**src/ciag_pkg.sv**
```systemverilog
// package of shared constants for the cascaded interrupt acknowledge glue
// assumes one 10 MHz clock shared by both ends
package ciag_pkg;
	localparam int CIAG_DATA_W = 32;
	localparam int CIAG_VEC_W = 8;
	localparam int CIAG_NUM_VECTORS = 256;
	localparam int CIAG_CLK_PERIOD_NS = 100;
	localparam int CIAG_ACK_WAIT_STATES = 1;
	localparam int CIAG_IDLE_BETWEEN_ACKS = 4;
	localparam int CIAG_WAIT_W = 3;
	localparam int CIAG_CASCADE_W = 3;
	localparam int CIAG_REQ_W = 8;
	localparam logic [CIAG_WAIT_W-1:0] CIAG_WAIT_CNT = CIAG_WAIT_W'(CIAG_ACK_WAIT_STATES);
	localparam logic [CIAG_WAIT_W-1:0] CIAG_IDLE_CNT = CIAG_WAIT_W'(CIAG_IDLE_BETWEEN_ACKS);
	localparam logic [CIAG_VEC_W-1:0] CIAG_VEC_BASE = 8'h20;
	localparam logic [CIAG_VEC_W-1:0] CIAG_VEC_RESET = 8'h00;
	localparam logic [CIAG_CASCADE_W-1:0] CIAG_CASCADE_RESET = 3'h0;
endpackage : ciag_pkg
```
**src/ciag_if.sv**
```systemverilog
// interface joining the processor side and the controller side
// assumes both ends on clk; active-low strobes end in _n
`timescale 1ns/1ps
interface ciag_if;
	import ciag_pkg::*;
	logic maskable_interrupt_request;
	logic interrupt_acknowledge_n;
	logic controller_register_select;
	logic ready_n;
	logic [CIAG_VEC_W-1:0] vector;
	logic vector_valid;
	modport cpu (
		input maskable_interrupt_request,
		output interrupt_acknowledge_n,
		output controller_register_select,
		input ready_n,
		input vector,
		input vector_valid
	);
	modport ctrl (
		output maskable_interrupt_request,
		input interrupt_acknowledge_n,
		input controller_register_select,
		output ready_n,
		output vector,
		output vector_valid
	);
endinterface : ciag_if

```
**src/ciag_cpu_end.sv**
```systemverilog
// processor end: takes requests at instruction boundaries, runs two ack cycles
// assumes the controller end paces each ack with ready_n
// How it works
// RQ1: bridge steers bytes between wide and narrow buses; code has no byte steering, vector is taken as one byte
// RQ2: requests taken only at instruction boundaries
// RQ3: eight-bit vector indexes the service table
// RQ4: vector space holds 256 distinct sources
// RQ5: glue derives chip select and strobes; code derives only ack_strobe_n_q, no chip select
// RQ6: lone controller is cascade master
// RQ7: register select follows cpu address bit two
// RQ8: controller output drives maskable request
// RQ9: two back-to-back ack cycles per request
// RQ10: each ack cycle has a wait state
// RQ11: four idle clocks between ack cycles
// RQ12: first ack freezes request inputs
// RQ13: master drives cascade address in first ack
// RQ14: only chosen slave drives vector; code has no slaves, the controller end drives vector itself
// RQ15: ack strobe gates vector onto bus; code drives vector from vec_q at all times, ack_strobe_n_q gates nothing
// RQ16: controller resolves priority, one request out
// RQ17: two levels give at most 64 inputs; code has one controller level with 8 inputs
// RQ18: third polled tier feeds second tier; code has no third tier
// RQ19: third tier found by polling status; code has no third tier and no status polling
// RQ20: strobes stay off during recovery hold
// RQ21: ready only after wait state, vector stable
`timescale 1ns/1ps
module ciag_cpu_end
	import ciag_pkg::*;
(
	input wire logic clk,
	input wire logic rst_b,
	ciag_if.cpu bus,
	input wire logic instr_boundary,
	output logic [CIAG_VEC_W-1:0] table_index_q,
	output logic table_index_valid_q,
	output logic busy_q
);
	typedef enum logic [2:0] {CIAG_IDLE, CIAG_ACK1, CIAG_GAP, CIAG_ACK2, CIAG_DONE} ciag_state_t;
	ciag_state_t state_q;
	logic take_req;
	logic ack1_end;
	logic gap_end;
	logic ack2_end;
	logic t2_q;
	logic [CIAG_WAIT_W-1:0] gap_q;
	logic interrupt_acknowledge_n_q;
	logic cpu_address_bit_two_q;

	// request taken only in idle at a boundary
	assign take_req = (state_q == CIAG_IDLE) && bus.maskable_interrupt_request
		&& instr_boundary; // RQ2
	// ready counts only from the second clock of an ack cycle
	assign ack1_end = (state_q == CIAG_ACK1) && t2_q && !bus.ready_n;
	assign gap_end = (state_q == CIAG_GAP) && (gap_q == 3'h1);
	assign ack2_end = (state_q == CIAG_ACK2) && t2_q && !bus.ready_n;

	always_ff @(posedge clk or negedge rst_b) begin
		if (!rst_b) begin
			state_q <= CIAG_IDLE;
		end else begin
			unique case (state_q)
				CIAG_IDLE: begin
					if (take_req) begin
						state_q <= CIAG_ACK1; // RQ9
					end
				end
				CIAG_ACK1: begin
					if (ack1_end) begin
						state_q <= CIAG_GAP;
					end
				end
				CIAG_GAP: begin
					if (gap_end) begin
						state_q <= CIAG_ACK2; // RQ9
					end
				end
				CIAG_ACK2: begin
					if (ack2_end) begin
						state_q <= CIAG_DONE;
					end
				end
				CIAG_DONE: begin
					state_q <= CIAG_IDLE;
				end
			endcase
		end
	end

	always_ff @(posedge clk or negedge rst_b) begin
		if (!rst_b) begin
			t2_q <= 1'b0;
		end else if (interrupt_acknowledge_n_q || ack1_end || ack2_end) begin
			t2_q <= 1'b0;
		end else begin
			t2_q <= 1'b1;
		end
	end

	always_ff @(posedge clk or negedge rst_b) begin
		if (!rst_b) begin
			gap_q <= '0;
		end else if (ack1_end) begin
			gap_q <= CIAG_IDLE_CNT; // RQ11
		end else if (gap_q != '0) begin
			gap_q <= gap_q - 3'h1;
		end
	end

	always_ff @(posedge clk or negedge rst_b) begin
		if (!rst_b) begin
			interrupt_acknowledge_n_q <= 1'b1;
		end else if (take_req || gap_end) begin
			interrupt_acknowledge_n_q <= 1'b0; // RQ9
		end else if (ack1_end || ack2_end) begin
			interrupt_acknowledge_n_q <= 1'b1; // RQ21
		end
	end

	always_ff @(posedge clk or negedge rst_b) begin
		if (!rst_b) begin
			cpu_address_bit_two_q <= 1'b0;
		end else if (gap_end) begin
			cpu_address_bit_two_q <= 1'b1; // RQ7
		end else if (take_req || ack2_end) begin
			cpu_address_bit_two_q <= 1'b0; // RQ7
		end
	end

	always_ff @(posedge clk or negedge rst_b) begin
		if (!rst_b) begin
			table_index_q <= CIAG_VEC_RESET;
		end else if (ack2_end && bus.vector_valid) begin
			table_index_q <= bus.vector; // RQ1 RQ3 RQ4
		end
	end

	always_ff @(posedge clk or negedge rst_b) begin
		if (!rst_b) begin
			table_index_valid_q <= 1'b0;
		end else begin
			table_index_valid_q <= ack2_end && bus.vector_valid; // RQ3
		end
	end

	always_ff @(posedge clk or negedge rst_b) begin
		if (!rst_b) begin
			busy_q <= 1'b0;
		end else begin
			busy_q <= (state_q != CIAG_IDLE) || take_req;
		end
	end

	assign bus.interrupt_acknowledge_n = interrupt_acknowledge_n_q;
	assign bus.controller_register_select = cpu_address_bit_two_q;
endmodule : ciag_cpu_end

```
**src/flat_wrapper.sv**
```systemverilog
// flat-port wrapper written by rule: the top's interface ports become plain ports
module ciag_cpu_end_flat import ciag_pkg::*;
  (clk, rst_b, instr_boundary, table_index_q, table_index_valid_q, busy_q, bus_maskable_interrupt_request, bus_interrupt_acknowledge_n, bus_controller_register_select, bus_ready_n, bus_vector, bus_vector_valid);
  ciag_if bus_i ();
  input wire logic clk;
  input wire logic rst_b;
  input wire logic instr_boundary;
  output logic [CIAG_VEC_W-1:0] table_index_q;
  output logic table_index_valid_q;
  output logic busy_q;
  input wire logic [$bits(bus_i.maskable_interrupt_request)-1:0] bus_maskable_interrupt_request;
  output wire logic [$bits(bus_i.interrupt_acknowledge_n)-1:0] bus_interrupt_acknowledge_n;
  output wire logic [$bits(bus_i.controller_register_select)-1:0] bus_controller_register_select;
  input wire logic [$bits(bus_i.ready_n)-1:0] bus_ready_n;
  input wire logic [$bits(bus_i.vector)-1:0] bus_vector;
  input wire logic [$bits(bus_i.vector_valid)-1:0] bus_vector_valid;
  assign bus_i.maskable_interrupt_request = bus_maskable_interrupt_request;
  assign bus_interrupt_acknowledge_n = bus_i.interrupt_acknowledge_n;
  assign bus_controller_register_select = bus_i.controller_register_select;
  assign bus_i.ready_n = bus_ready_n;
  assign bus_i.vector = bus_vector;
  assign bus_i.vector_valid = bus_vector_valid;
  ciag_cpu_end u_core (.clk(clk), .rst_b(rst_b), .bus(bus_i), .instr_boundary(instr_boundary), .table_index_q(table_index_q), .table_index_valid_q(table_index_valid_q), .busy_q(busy_q));
endmodule
```
**config.mk**
```make
export PLATFORM = sky130hd
export DESIGN_NAME = ciag_cpu_end_flat
export DESIGN_NICKNAME = d
export VERILOG_FILES = /design/src/ciag_pkg.sv /design/src/ciag_if.sv /design/src/ciag_cpu_end.sv /design/src/flat_wrapper.sv
export SDC_FILE = /design/constraint.sdc
export NUM_CORES = 1
export LEC_CHECK = 0
export BUFFER_PORTS_ARGS = -buffer_cell sky130_fd_sc_hd__buf_2
export CORE_UTILIZATION = 45
export DETAILED_ROUTE_END_ITERATION = 10
export PLACE_DENSITY = 0.79
export SKIP_LAST_GASP = 1
export SLEW_MARGIN = 20
export SYNTH_ARGS = -nofsm -noshare
export SYNTH_HDL_FRONTEND = slang
export SYNTH_SLANG_ARGS = --single-unit
```
**constraint.sdc**
```tcl
create_clock -name clk -period 2.6 [get_ports clk]
set_clock_uncertainty 0.2 [all_clocks]
set_input_delay 0.26 -clock clk [delete_from_list [all_inputs] [get_ports clk]]
set_output_delay 0.26 -clock clk [all_outputs]
set_load 0.01 [all_outputs]
```
==> results of run 1 <==
power breakdown:
group	switching, mW	internal, mW	leakage (nW)
Combinational	0.221	0.277	0.305
Sequential	0.105	0.438	0.230
Clock	0.0921	0.0572	0.0177
Total	0.418	0.773	0.553
path summary, 6_finish.rpt:
kind | endpoint | slack (ps) | start | cells past startpoint
setup / recovery | u_core.table_index_q[7]$_DFFE_PN0P_ | 850 | u_core.state_q[2]$_DFFE_PN0P_ | 3
hold / removal | u_core.busy_q$_DFF_PN0_ | 30 | bus_maskable_interrupt_request | 3
setup reg to reg | u_core.table_index_q[7]$_DFFE_PN0P_ | 850 | u_core.state_q[2]$_DFFE_PN0P_ | 3
hold reg to reg | u_core.table_index_q[7]$_DFFE_PN0P_ | 320 | u_core.table_index_q[7]$_DFFE_PN0P_ | 1
max in group asynchronous | u_core.bus.interrupt_acknowledge_n$_DFFE_PN1P_ | 1660 | rst_b | 2
min in group asynchronous | u_core.gap_q[0]$_DFFE_PN0P_ | 210 | rst_b | 2
per-stage QoR:
stage          setup WS, ps   util  cells
3_5_place_dp            870  0.574    116
5_1_grt                 803  0.640    129
2_1_floorplan           920      -     68
3_3_place_gp            906  0.574    116
4_1_cts                 853  0.640    129
6_report                852  0.640    129
per-layer routing:
metal / up-vias / share of wire / track usage
met4: 0 / 0.0039 / 0.0529
met5: - / 0 / 0
li1: 302 / - / -
met2: 14 / 0.48 / 0.276
met1: 288 / 0.47 / 0.211
met3: 2 / 0.046 / 0.0357
final cells by class:
class,count,share of cell area
Clock buffer,3,0.0199
Clock inverter,1,0.00443
Inverter,3,0.00997
Multi-Input combinational cell,44,0.326
Sequential cell,19,0.422
Tap cell,25,0.0277
Timing Repair Buffer,34,0.190
cell usage in the layout (no fill, tap or decap), drive strengths merged:
cell type     n
and2          1
a211o         1
o221ai        1
o31a          1
nor3b         1
nor2          6
mux2          8
inv           3
and3          1
ha            3
a21oi         2
clkinv        1
a211oi        1
nor2b         4
dlygate4sd3   9
nand2         3
nand3b        3
o21ai         3
xor2          1
xnor2         1
buf          25
nand2b        1
and4bb        1
clkbuf        3
dfrtp        18
dfstp         1
nor3          1
cells by family after synthesis:
kind of cell    synth area share
compound gates            0.0675
xor+xnor                  0.0201
fa+ha+maj                 0.0431
buf+inv                   0.0302
flops                      0.547
mux                        0.138
simple gates               0.154
worst reg2reg max path: cells and delay by family (launching register included):
family | cells | cell delay [ps]
AND/OR/NAND/NOR | 2 | 660
multiplexers | 1 | 320
flip-flops | 1 | 460
sequential cells by signal, indices dropped and copies added (netlist names):
| register | count |
|---|---|
| u_core.bus.interrupt_acknowledge_n | 1 |
| u_core.gap_q | 3 |
| u_core.t2_q | 1 |
| u_core.bus.controller_register_select | 1 |
| u_core.table_index_valid_q | 1 |
| u_core.table_index_q | 8 |
| u_core.state_q | 3 |
| u_core.busy_q | 1 |
==> metrics.md, run 1 <==
| Metric | Value |
|---|---|
| Clock Tree Buf Depth | 2 |
| Final min period | 1750 ps |
| Fmax achieved | 572 MHz |
| Mapped Area | 871 sq um |
| Ys flop type | dfrtp_1 |
| Die Area | 2120 sq um |
| Initial Utilization | 0.494 |
| CP Class | reg -> reg |
| CTS tree | built |
| CTS Hold Bufs | 9 |
| Power per cell area | 1050 nW/um^2 |
| Arrival time worst endpoint | 1730 ps |
| Post-CTS Setup Bufs | 0 |
| CTS resizes | 0 |
| RSZ-0062 raised after global routing | no |
| Avg Vias per Cell | 4.70 |
| Fin area | 1130 sq um |
| CP peak stage delay | 460 ps |
| Final setup vio count | 0 |
| Multi-input logic area | 368 sq um |
| Relative slew slack | 0.730 |
| Wirelength, routed | 1.56 mm |
| Total grt overflow | 0 |
| Async SR Flop Fraction | 1.00 |
| Htree depth | 1 |
| Synthesized Nets | 85 |
| Most common cell in the netlist | dfrtp_1 |
| Buf/Inv on CP | 0 |
| Nets | 122 |
| Clock Sinks | 19 |
| Routability cong. | 0.762 |
| PnR Total Power | 1.19 mW |
| EDFF count, synth | 0 |
| Slew Viols, Final | 0 |
| Crit path max fanout | 9 |
| Element type at the critical path end | flip-flop |
| Area delta synth->final | 29.7% |
| Clock slew at reported path FFs | 110 ps |
| Startpoint types | flip-flop |
| IO Count | 26 |
| Slowest cell on the critical path | dfrtp_1 |
| Cell family with most CP delay | simple AND/OR/NAND/NOR gates |
| Cell count after synthesis | 68 |
| DIE WIDTH | 46.0 um |
| Reg area | 477 sq um |
| # DRC | 0 |
| Pleak | 0.553 nW |
| Total GRT Usage | 0.165 |
| Setup TNS | 0 ps |
| Yosys top cell area share | 0.517 |
| Cell accounting for the most synthesized area | dfrtp_1 |
| Post-DP HPWL | 1.02 mm |
| Outcome | completed |
| Die H | 46.0 um |
| Initial antenna violation count | 0 |
| Number of global-route vias before repair | 588 |
| Sequential-to-total area share from yosys stat | 0.547 |
| Share of cells above drive strength 1 | 0.385 |
| Syn avg cell area | 12.8 sq um |
| Netlist cell types | 25 |
| Worst EP required | 2580 ps |
| Final Hold Viols | 0 |
| Syn. warnings | 0 |
| Hold_ws | 27.7 ps |
| Root Driver | clkbuf_4 |
| Max cap viols | 0 |
| Placed cell area | 1010 sq um |
| Largest cells by area after synthesis | dfrtp_1 (52%), mux2_4 (14%), ha_1 (4.3%) |
| Core ar. | 1760 sq um |
| Fillers | 142 |
| Clock Latency Late Sink | 290 ps |
| Initial DRC count | 8 |
| Synth Register Bits | 19 |
| Antenna Diode Count | 0 |
| Min-delay worst type | in -> reg |
| Drt wl/cell | 12.1 um |
| Drt first pass iters | 4 |
| Worst path cell trace | and4bb_4 > and3_4 > mux2_4 |
| Num CTS Buffers | 3 |
| Synth cell count leaders | dfrtp_1 (18), mux2_4 (8), nor2_1 (6) |
| PortBufs | 25 |
| Vias | 606 |
| Fin crit share | 0.672 |
| # rows | 15 |
| Largest net degree at the start of global routing | 20 |
| Worst slew pin tran | 405 ps |
| First-pass GRT wire length | 2.45 mm |
| Max VDD drop | 419 uV |
| ANT nets after route | 0 |
(Power assumes the default switching activity.)
==> run 2, diff against run 1 <==
CORE_UTILIZATION = 44   (was 45)
PLACE_DENSITY = 0.81   (was 0.79)
clock period = 1.5 ns   (was 2.6 ns; I/O delays follow)
==> metrics.md, run 2 (synthesized netlist as in run 1, its figures left out) <==
| Metric | Value |
|---|---|
| Largest register FFs | 8 |
| Worst setup margin | -110 ps |
| Min-delay worst type | in -> reg |
| Hold Crit Start | bus_vector_valid |
| Post-DP HPWL | 1.21 mm |
| Avg Vias per Cell | 4.78 |
| Number of global-route vias before repair | 680 |
| Wirelength, routed | 1.86 mm |
| Vias | 660 |
| Element type at the critical path end | flip-flop |
| Multi-input logic area | 378 sq um |
| Post-CTS Setup Bufs | 0 |
| Initial antenna violation count | 0 |
| Initial Utilization | 0.488 |
| Die H | 46.5 um |
| RSZ-0062 raised after global routing | yes |
| Most common cell after layout, fill and taps aside | buf_2 |
| Top flop regs | u_core.table_index_q: 8 flops, u_core.gap_q: 3 flops, u_core.state_q: 3 flops |
| Final core occ | 0.676 |
| First-pass GRT wire length | 3.02 mm |
| Share of cells above drive strength 1 | 0.425 |
| Clock Sinks | 19 |
| Final Hold Viols | 0 |
| Total GRT Usage | 0.203 |
| Pleak | 0.597 nW |
| R2R Setup Slk | -110 ps |
| Total grt overflow | 0 |
| Max VDD drop | 1110 uV |
| Worst slew pin tran | 416 ps |
| Clock slew at reported path FFs | 110 ps |
| Fmax achieved | 621 MHz |
| Antenna Diode Count | 0 |
| Nets | 131 |
| Root Driver | clkbuf_4 |
| Failing checks | setup timing |
| CTS tree | built |
| Final setup vio count | 8 |
| Core ar. | 1780 sq um |
| Routability cong. | 0.760 |
| Largest net degree at the start of global routing | 20 |
| Fillers | 145 |
| DIE WIDTH | 46.5 um |
| Largest Register | u_core.table_index_q |
| Clock Tree Buf Depth | 2 |
| Placed Cells | 122 |
| PortBufs | 25 |
| Drt first pass iters | 4 |
| Final min period | 1610 ps |
| Max cap viols | 0 |
| Area delta synth->final | 38.4% |
| Commonest non-fill, non-tap cells in the layout | buf_2 (25), dfrtp_1 (18), dlygate4sd3_1 (11) |
| Outcome | finished with violations |
| Relative slew slack | 0.722 |
| Arrival time worst endpoint | 1610 ps |
| Clock Latency Late Sink | 300 ps |
| # rows | 15 |
| Crit path from | u_core.state_q[2]$_DFFE_PN0P_ |
| Startpoint types | flip-flop |
| Crit path max fanout | 4 |
| # DRC | 0 |
| Initial DRC count | 8 |
| IO Count | 26 |
| Critical R2R Launch | u_core.state_q[2]$_DFFE_PN0P_ |
| Drt wl/cell | 13.5 um |
| Htree depth | 1 |
| ANT nets after route | 0 |
| Final Non-Filler Cells | 138 |
| Die Area | 2160 sq um |
| Slew Viols, Final | 0 |
| Fin crit share | 1.07 |
| Reg area | 477 sq um |
| Power per cell area | 1820 nW/um^2 |
| Pre-CTS WS | -104 ps |
| Num CTS Buffers | 3 |
| CP Class | reg -> reg |
| Worst EP required | 1500 ps |
## run 2: cell types whose count changed in the layout (fill, tap and decap cells not counted)
| cell | delta |
|---|---|
| buf_4 | +6 |
| dlygate4sd3_1 | +2 |
| and3_2 | +1 |
| nor2b_1 | -1 |
| nor2b_2 | +1 |
## run 2: layout make-up
type,instances,share of cell area
Multi-Input combinational cell,45,0.314
Timing Repair Buffer,42,0.233
Tap cell,25,0.0260
Inverter,3,0.00935
Clock inverter,1,0.00415
Clock buffer,3,0.0187
Sequential cell,19,0.396
## run 2: timing repair
item / 4_1_cts / 5_1_grt
resized for setup: 0 / 1
pin swaps: 1 / 0
hold buffers: 11 / 0
setup endpoints to repair: 8 / 11
hold endpoints to repair: 28 / 0
gates cloned: 1 / 0
## run 2: final timing paths
| path | end | cells past startpoint |
|---|---|---|
| setup reg to reg | u_core.table_index_q[0]$_DFFE_PN0P_ | 3 |
| max in group asynchronous | u_core.bus.interrupt_acknowledge_n$_DFFE_PN1P_ | 2 |
| hold / removal | u_core.table_index_valid_q$_DFF_PN0_ | 2 |
| min in group asynchronous | u_core.busy_q$_DFF_PN0_ | 2 |
| hold reg to reg | u_core.table_index_q[1]$_DFFE_PN0P_ | 1 |
| setup / recovery | u_core.table_index_q[0]$_DFFE_PN0P_ | 3 |
## run 2: where the power goes
group | total (mW) | internal, mW | switching, mW
clock network | 0.262 | 0.0994 | 0.163
registers | 0.925 | 0.760 | 0.164
logic | 1.01 | 0.551 | 0.454
total | 2.19 | 1.41 | 0.781
## run 2: metal layers
layer	track usage	vias up	wire, um
li1	-	324	-
met1	0.274	321	823
met2	0.311	13	963
met3	0.0588	2	60
met4	0.0647	0	10
met5	0	-	0
## run 2: through the flow
stage / hold WS [ps] / power, mW / TNS [ps] / area (sq um)
4_1_cts: 42.4 / 2.19 / -732 / 1200
3_5_place_dp: -90.7 / 1.89 / -793 / 1060
2_1_floorplan: -346 / 1.53 / -1390 / 875
5_1_grt: 40.5 / 2.37 / -944 / 1200
6_report: 67.4 / 2.19 / -717 / 1200
3_3_place_gp: -98.6 / 1.83 / -477 / 1060
## run 2: worst max-delay path, stage by stage (launching register included)
cell and delay, ps:
dfrtp_1 400, and4bb_4 320, and3_2 270, mux2_4 320
==> run 3, diff against run 2 <==
CORE_UTILIZATION = 45   (was 44)
PLACE_DENSITY = 0.79   (was 0.81)
clock period = 1.53 ns   (was 1.5 ns; I/O delays follow)
==> metrics.md, run 3 (synthesized netlist as in run 1, its figures left out) <==
| Metric | Value |
|---|---|
| Outcome | finished with violations |
| Failing checks | setup timing |
| Vias | 682 |
| Slowest cell on the critical path | dfrtp_1 |
| ANT nets after route | 0 |
| Area delta synth->final | 40.2% |
| Top flop regs | u_core.table_index_q: 8 flops, u_core.gap_q: 3 flops, u_core.state_q: 3 flops |
| Clock Tree Buf Depth | 2 |
| Setup TNS | -445 ps |
| Worst setup margin | -73.8 ps |
| Total GRT Usage | 0.197 |
| Min-delay worst type | in -> reg |
| Fmax achieved | 624 MHz |
| CTS tree | built |
| Hold_ws | 60.6 ps |
| Htree depth | 1 |
| Final min period | 1600 ps |
| Final Non-Filler Cells | 139 |
| Wirelength, routed | 1.85 mm |
| Relative slew slack | 0.718 |
| RSZ-0062 raised after global routing | yes |
| CP Class | reg -> reg |
| Worst slew pin tran | 423 ps |
| Slew Viols, Final | 0 |
| Final Hold Viols | 0 |
| Die Area | 2120 sq um |
| Initial DRC count | 10 |
| IO Count | 26 |
| Arrival time worst endpoint | 1590 ps |
| Routability cong. | 0.790 |
| # rows | 15 |
| Max VDD drop | 945 uV |
| Worst hold path endpoint | u_core.bus.controller_register_select$_DFFE_PN0P_ |
| DIE WIDTH | 46.0 um |
| Clock Sinks | 19 |
| Largest net degree at the start of global routing | 20 |
| Fin crit share | 1.05 |
| Share of cells above drive strength 1 | 0.430 |
| Post-DP HPWL | 1.21 mm |
| Total grt overflow | 0 |
| Element type at the critical path end | flip-flop |
| # DRC | 0 |
| Root Driver | clkbuf_4 |
| Clock slew at reported path FFs | 110 ps |
| Commonest non-fill, non-tap cells in the layout | buf_2 (25), dfrtp_1 (18), dlygate4sd3_1 (12) |
| Power per cell area | 1750 nW/um^2 |
| Antenna Diode Count | 0 |
| R2R Setup Slk | -70 ps |
| Cells on worst reg2reg path | 3 |
| Hold Crit Depth | 4 |
| Avg Vias per Cell | 4.91 |
| First-pass GRT wire length | 2.93 mm |
| Fillers | 148 |
| Pre-CTS WS | -58.9 ps |
| Die H | 46.0 um |
| Largest Register | u_core.table_index_q |
| PnR Total Power | 2.13 mW |
| Max cap viols | 0 |
| Worst path cell trace | and4bb_4 > and3_4 > mux2_4 |
| Core ar. | 1760 sq um |
| PortBufs | 25 |
| Drt wl/cell | 13.3 um |
| CP peak stage delay | 410 ps |
| Initial Utilization | 0.494 |
| Initial antenna violation count | 0 |
| Drt first pass iters | 4 |
| Placed Cells | 121 |
| Final setup vio count | 8 |
| Worst EP required | 1510 ps |
| Most common cell after layout, fill and taps aside | buf_2 |
| Startpoint types | flip-flop |
| Pleak | 0.601 nW |
| Clock Latency Late Sink | 290 ps |
| Hold Crit Start | bus_ready_n |
| Worst R2R End | u_core.table_index_q[5]$_DFFE_PN0P_ |
| Crit path max fanout | 5 |
| Critical R2R Launch | u_core.state_q[2]$_DFFE_PN0P_ |
| Largest register FFs | 8 |
| Nets | 132 |
| Num CTS Buffers | 3 |
| Number of global-route vias before repair | 670 |
-- run 3: cell types whose count changed in the layout (fill, tap and decap cells not counted) --
| cell | previous run | this run |
|---|---|---|
| and3_2 | 1 | 0 |
| dlygate4sd3_1 | 11 | 12 |
| and3_4 | 1 | 2 |
| nand2_1 | 3 | 2 |
| nand2_2 | 0 | 1 |
-- run 3: cell type report --
class	count	area, sq um	area share
Tap cell	25	31.3	0.0256
Multi-Input combinational cell	45	384	0.315
Timing Repair Buffer	43	290	0.238
Inverter	3	11.3	0.00922
Clock buffer	3	22.5	0.0184
Clock inverter	1	5.00	0.00410
Sequential cell	19	477	0.390
-- run 3: report_power, final --
group	switching (mW)	total, mW	internal [mW]
Clock	0.150	0.247	0.0970
Sequential	0.165	0.910	0.745
Combinational	0.429	0.976	0.547
-- run 3: worst max-delay path by stage --
stage,from,to,depth (start not counted)
2_1_floorplan,u_core.state_q[2]$_DFFE_PN0P_,u_core.table_index_q[0]$_DFFE_PN0P_,4
3_3_place_gp,u_core.state_q[2]$_DFFE_PN0P_,u_core.table_index_q[6]$_DFFE_PN0P_,3
3_5_place_dp,u_core.state_q[2]$_DFFE_PN0P_,u_core.table_index_q[5]$_DFFE_PN0P_,3
4_1_cts,u_core.state_q[2]$_DFFE_PN0P_,u_core.table_index_q[5]$_DFFE_PN0P_,3
5_1_grt,u_core.state_q[2]$_DFFE_PN0P_,u_core.table_index_q[5]$_DFFE_PN0P_,3
6_report,u_core.state_q[2]$_DFFE_PN0P_,u_core.table_index_q[5]$_DFFE_PN0P_,3
-- run 3: per-layer routing --
metal  global-route usage  part of all wire
met1                0.236              0.42
met2                0.355              0.53
met3               0.0317             0.042
met4               0.0588            0.0054
met5                    0                 0
-- run 3: per-stage QoR --
step	cell area, sq um	util
5_1_grt	1220	0.692
6_report	1220	0.692
4_1_cts	1190	0.677
2_1_floorplan	875	-
3_5_place_dp	1050	0.595
3_3_place_gp	1050	0.595
-- run 3: critical path: cells and delay by family (launching register included) --
family	cells	cell delay [ps]
multiplexers	1	310
flip-flops	1	410
AND/OR/NAND/NOR	2	570
-- run 3: repair_timing --
| item | in CTS | in global routing |
|---|---|---|
| endpoints found under the setup margin | 8 | 12 |
| endpoints found under the hold margin | 28 | 2 |
| cloned | 1 | 0 |
| pin swaps | 1 | 2 |
| gates resized for setup | 0 | 3 |
| hold buffers | 11 | 2 |
| buffers inserted | 0 | 1 |
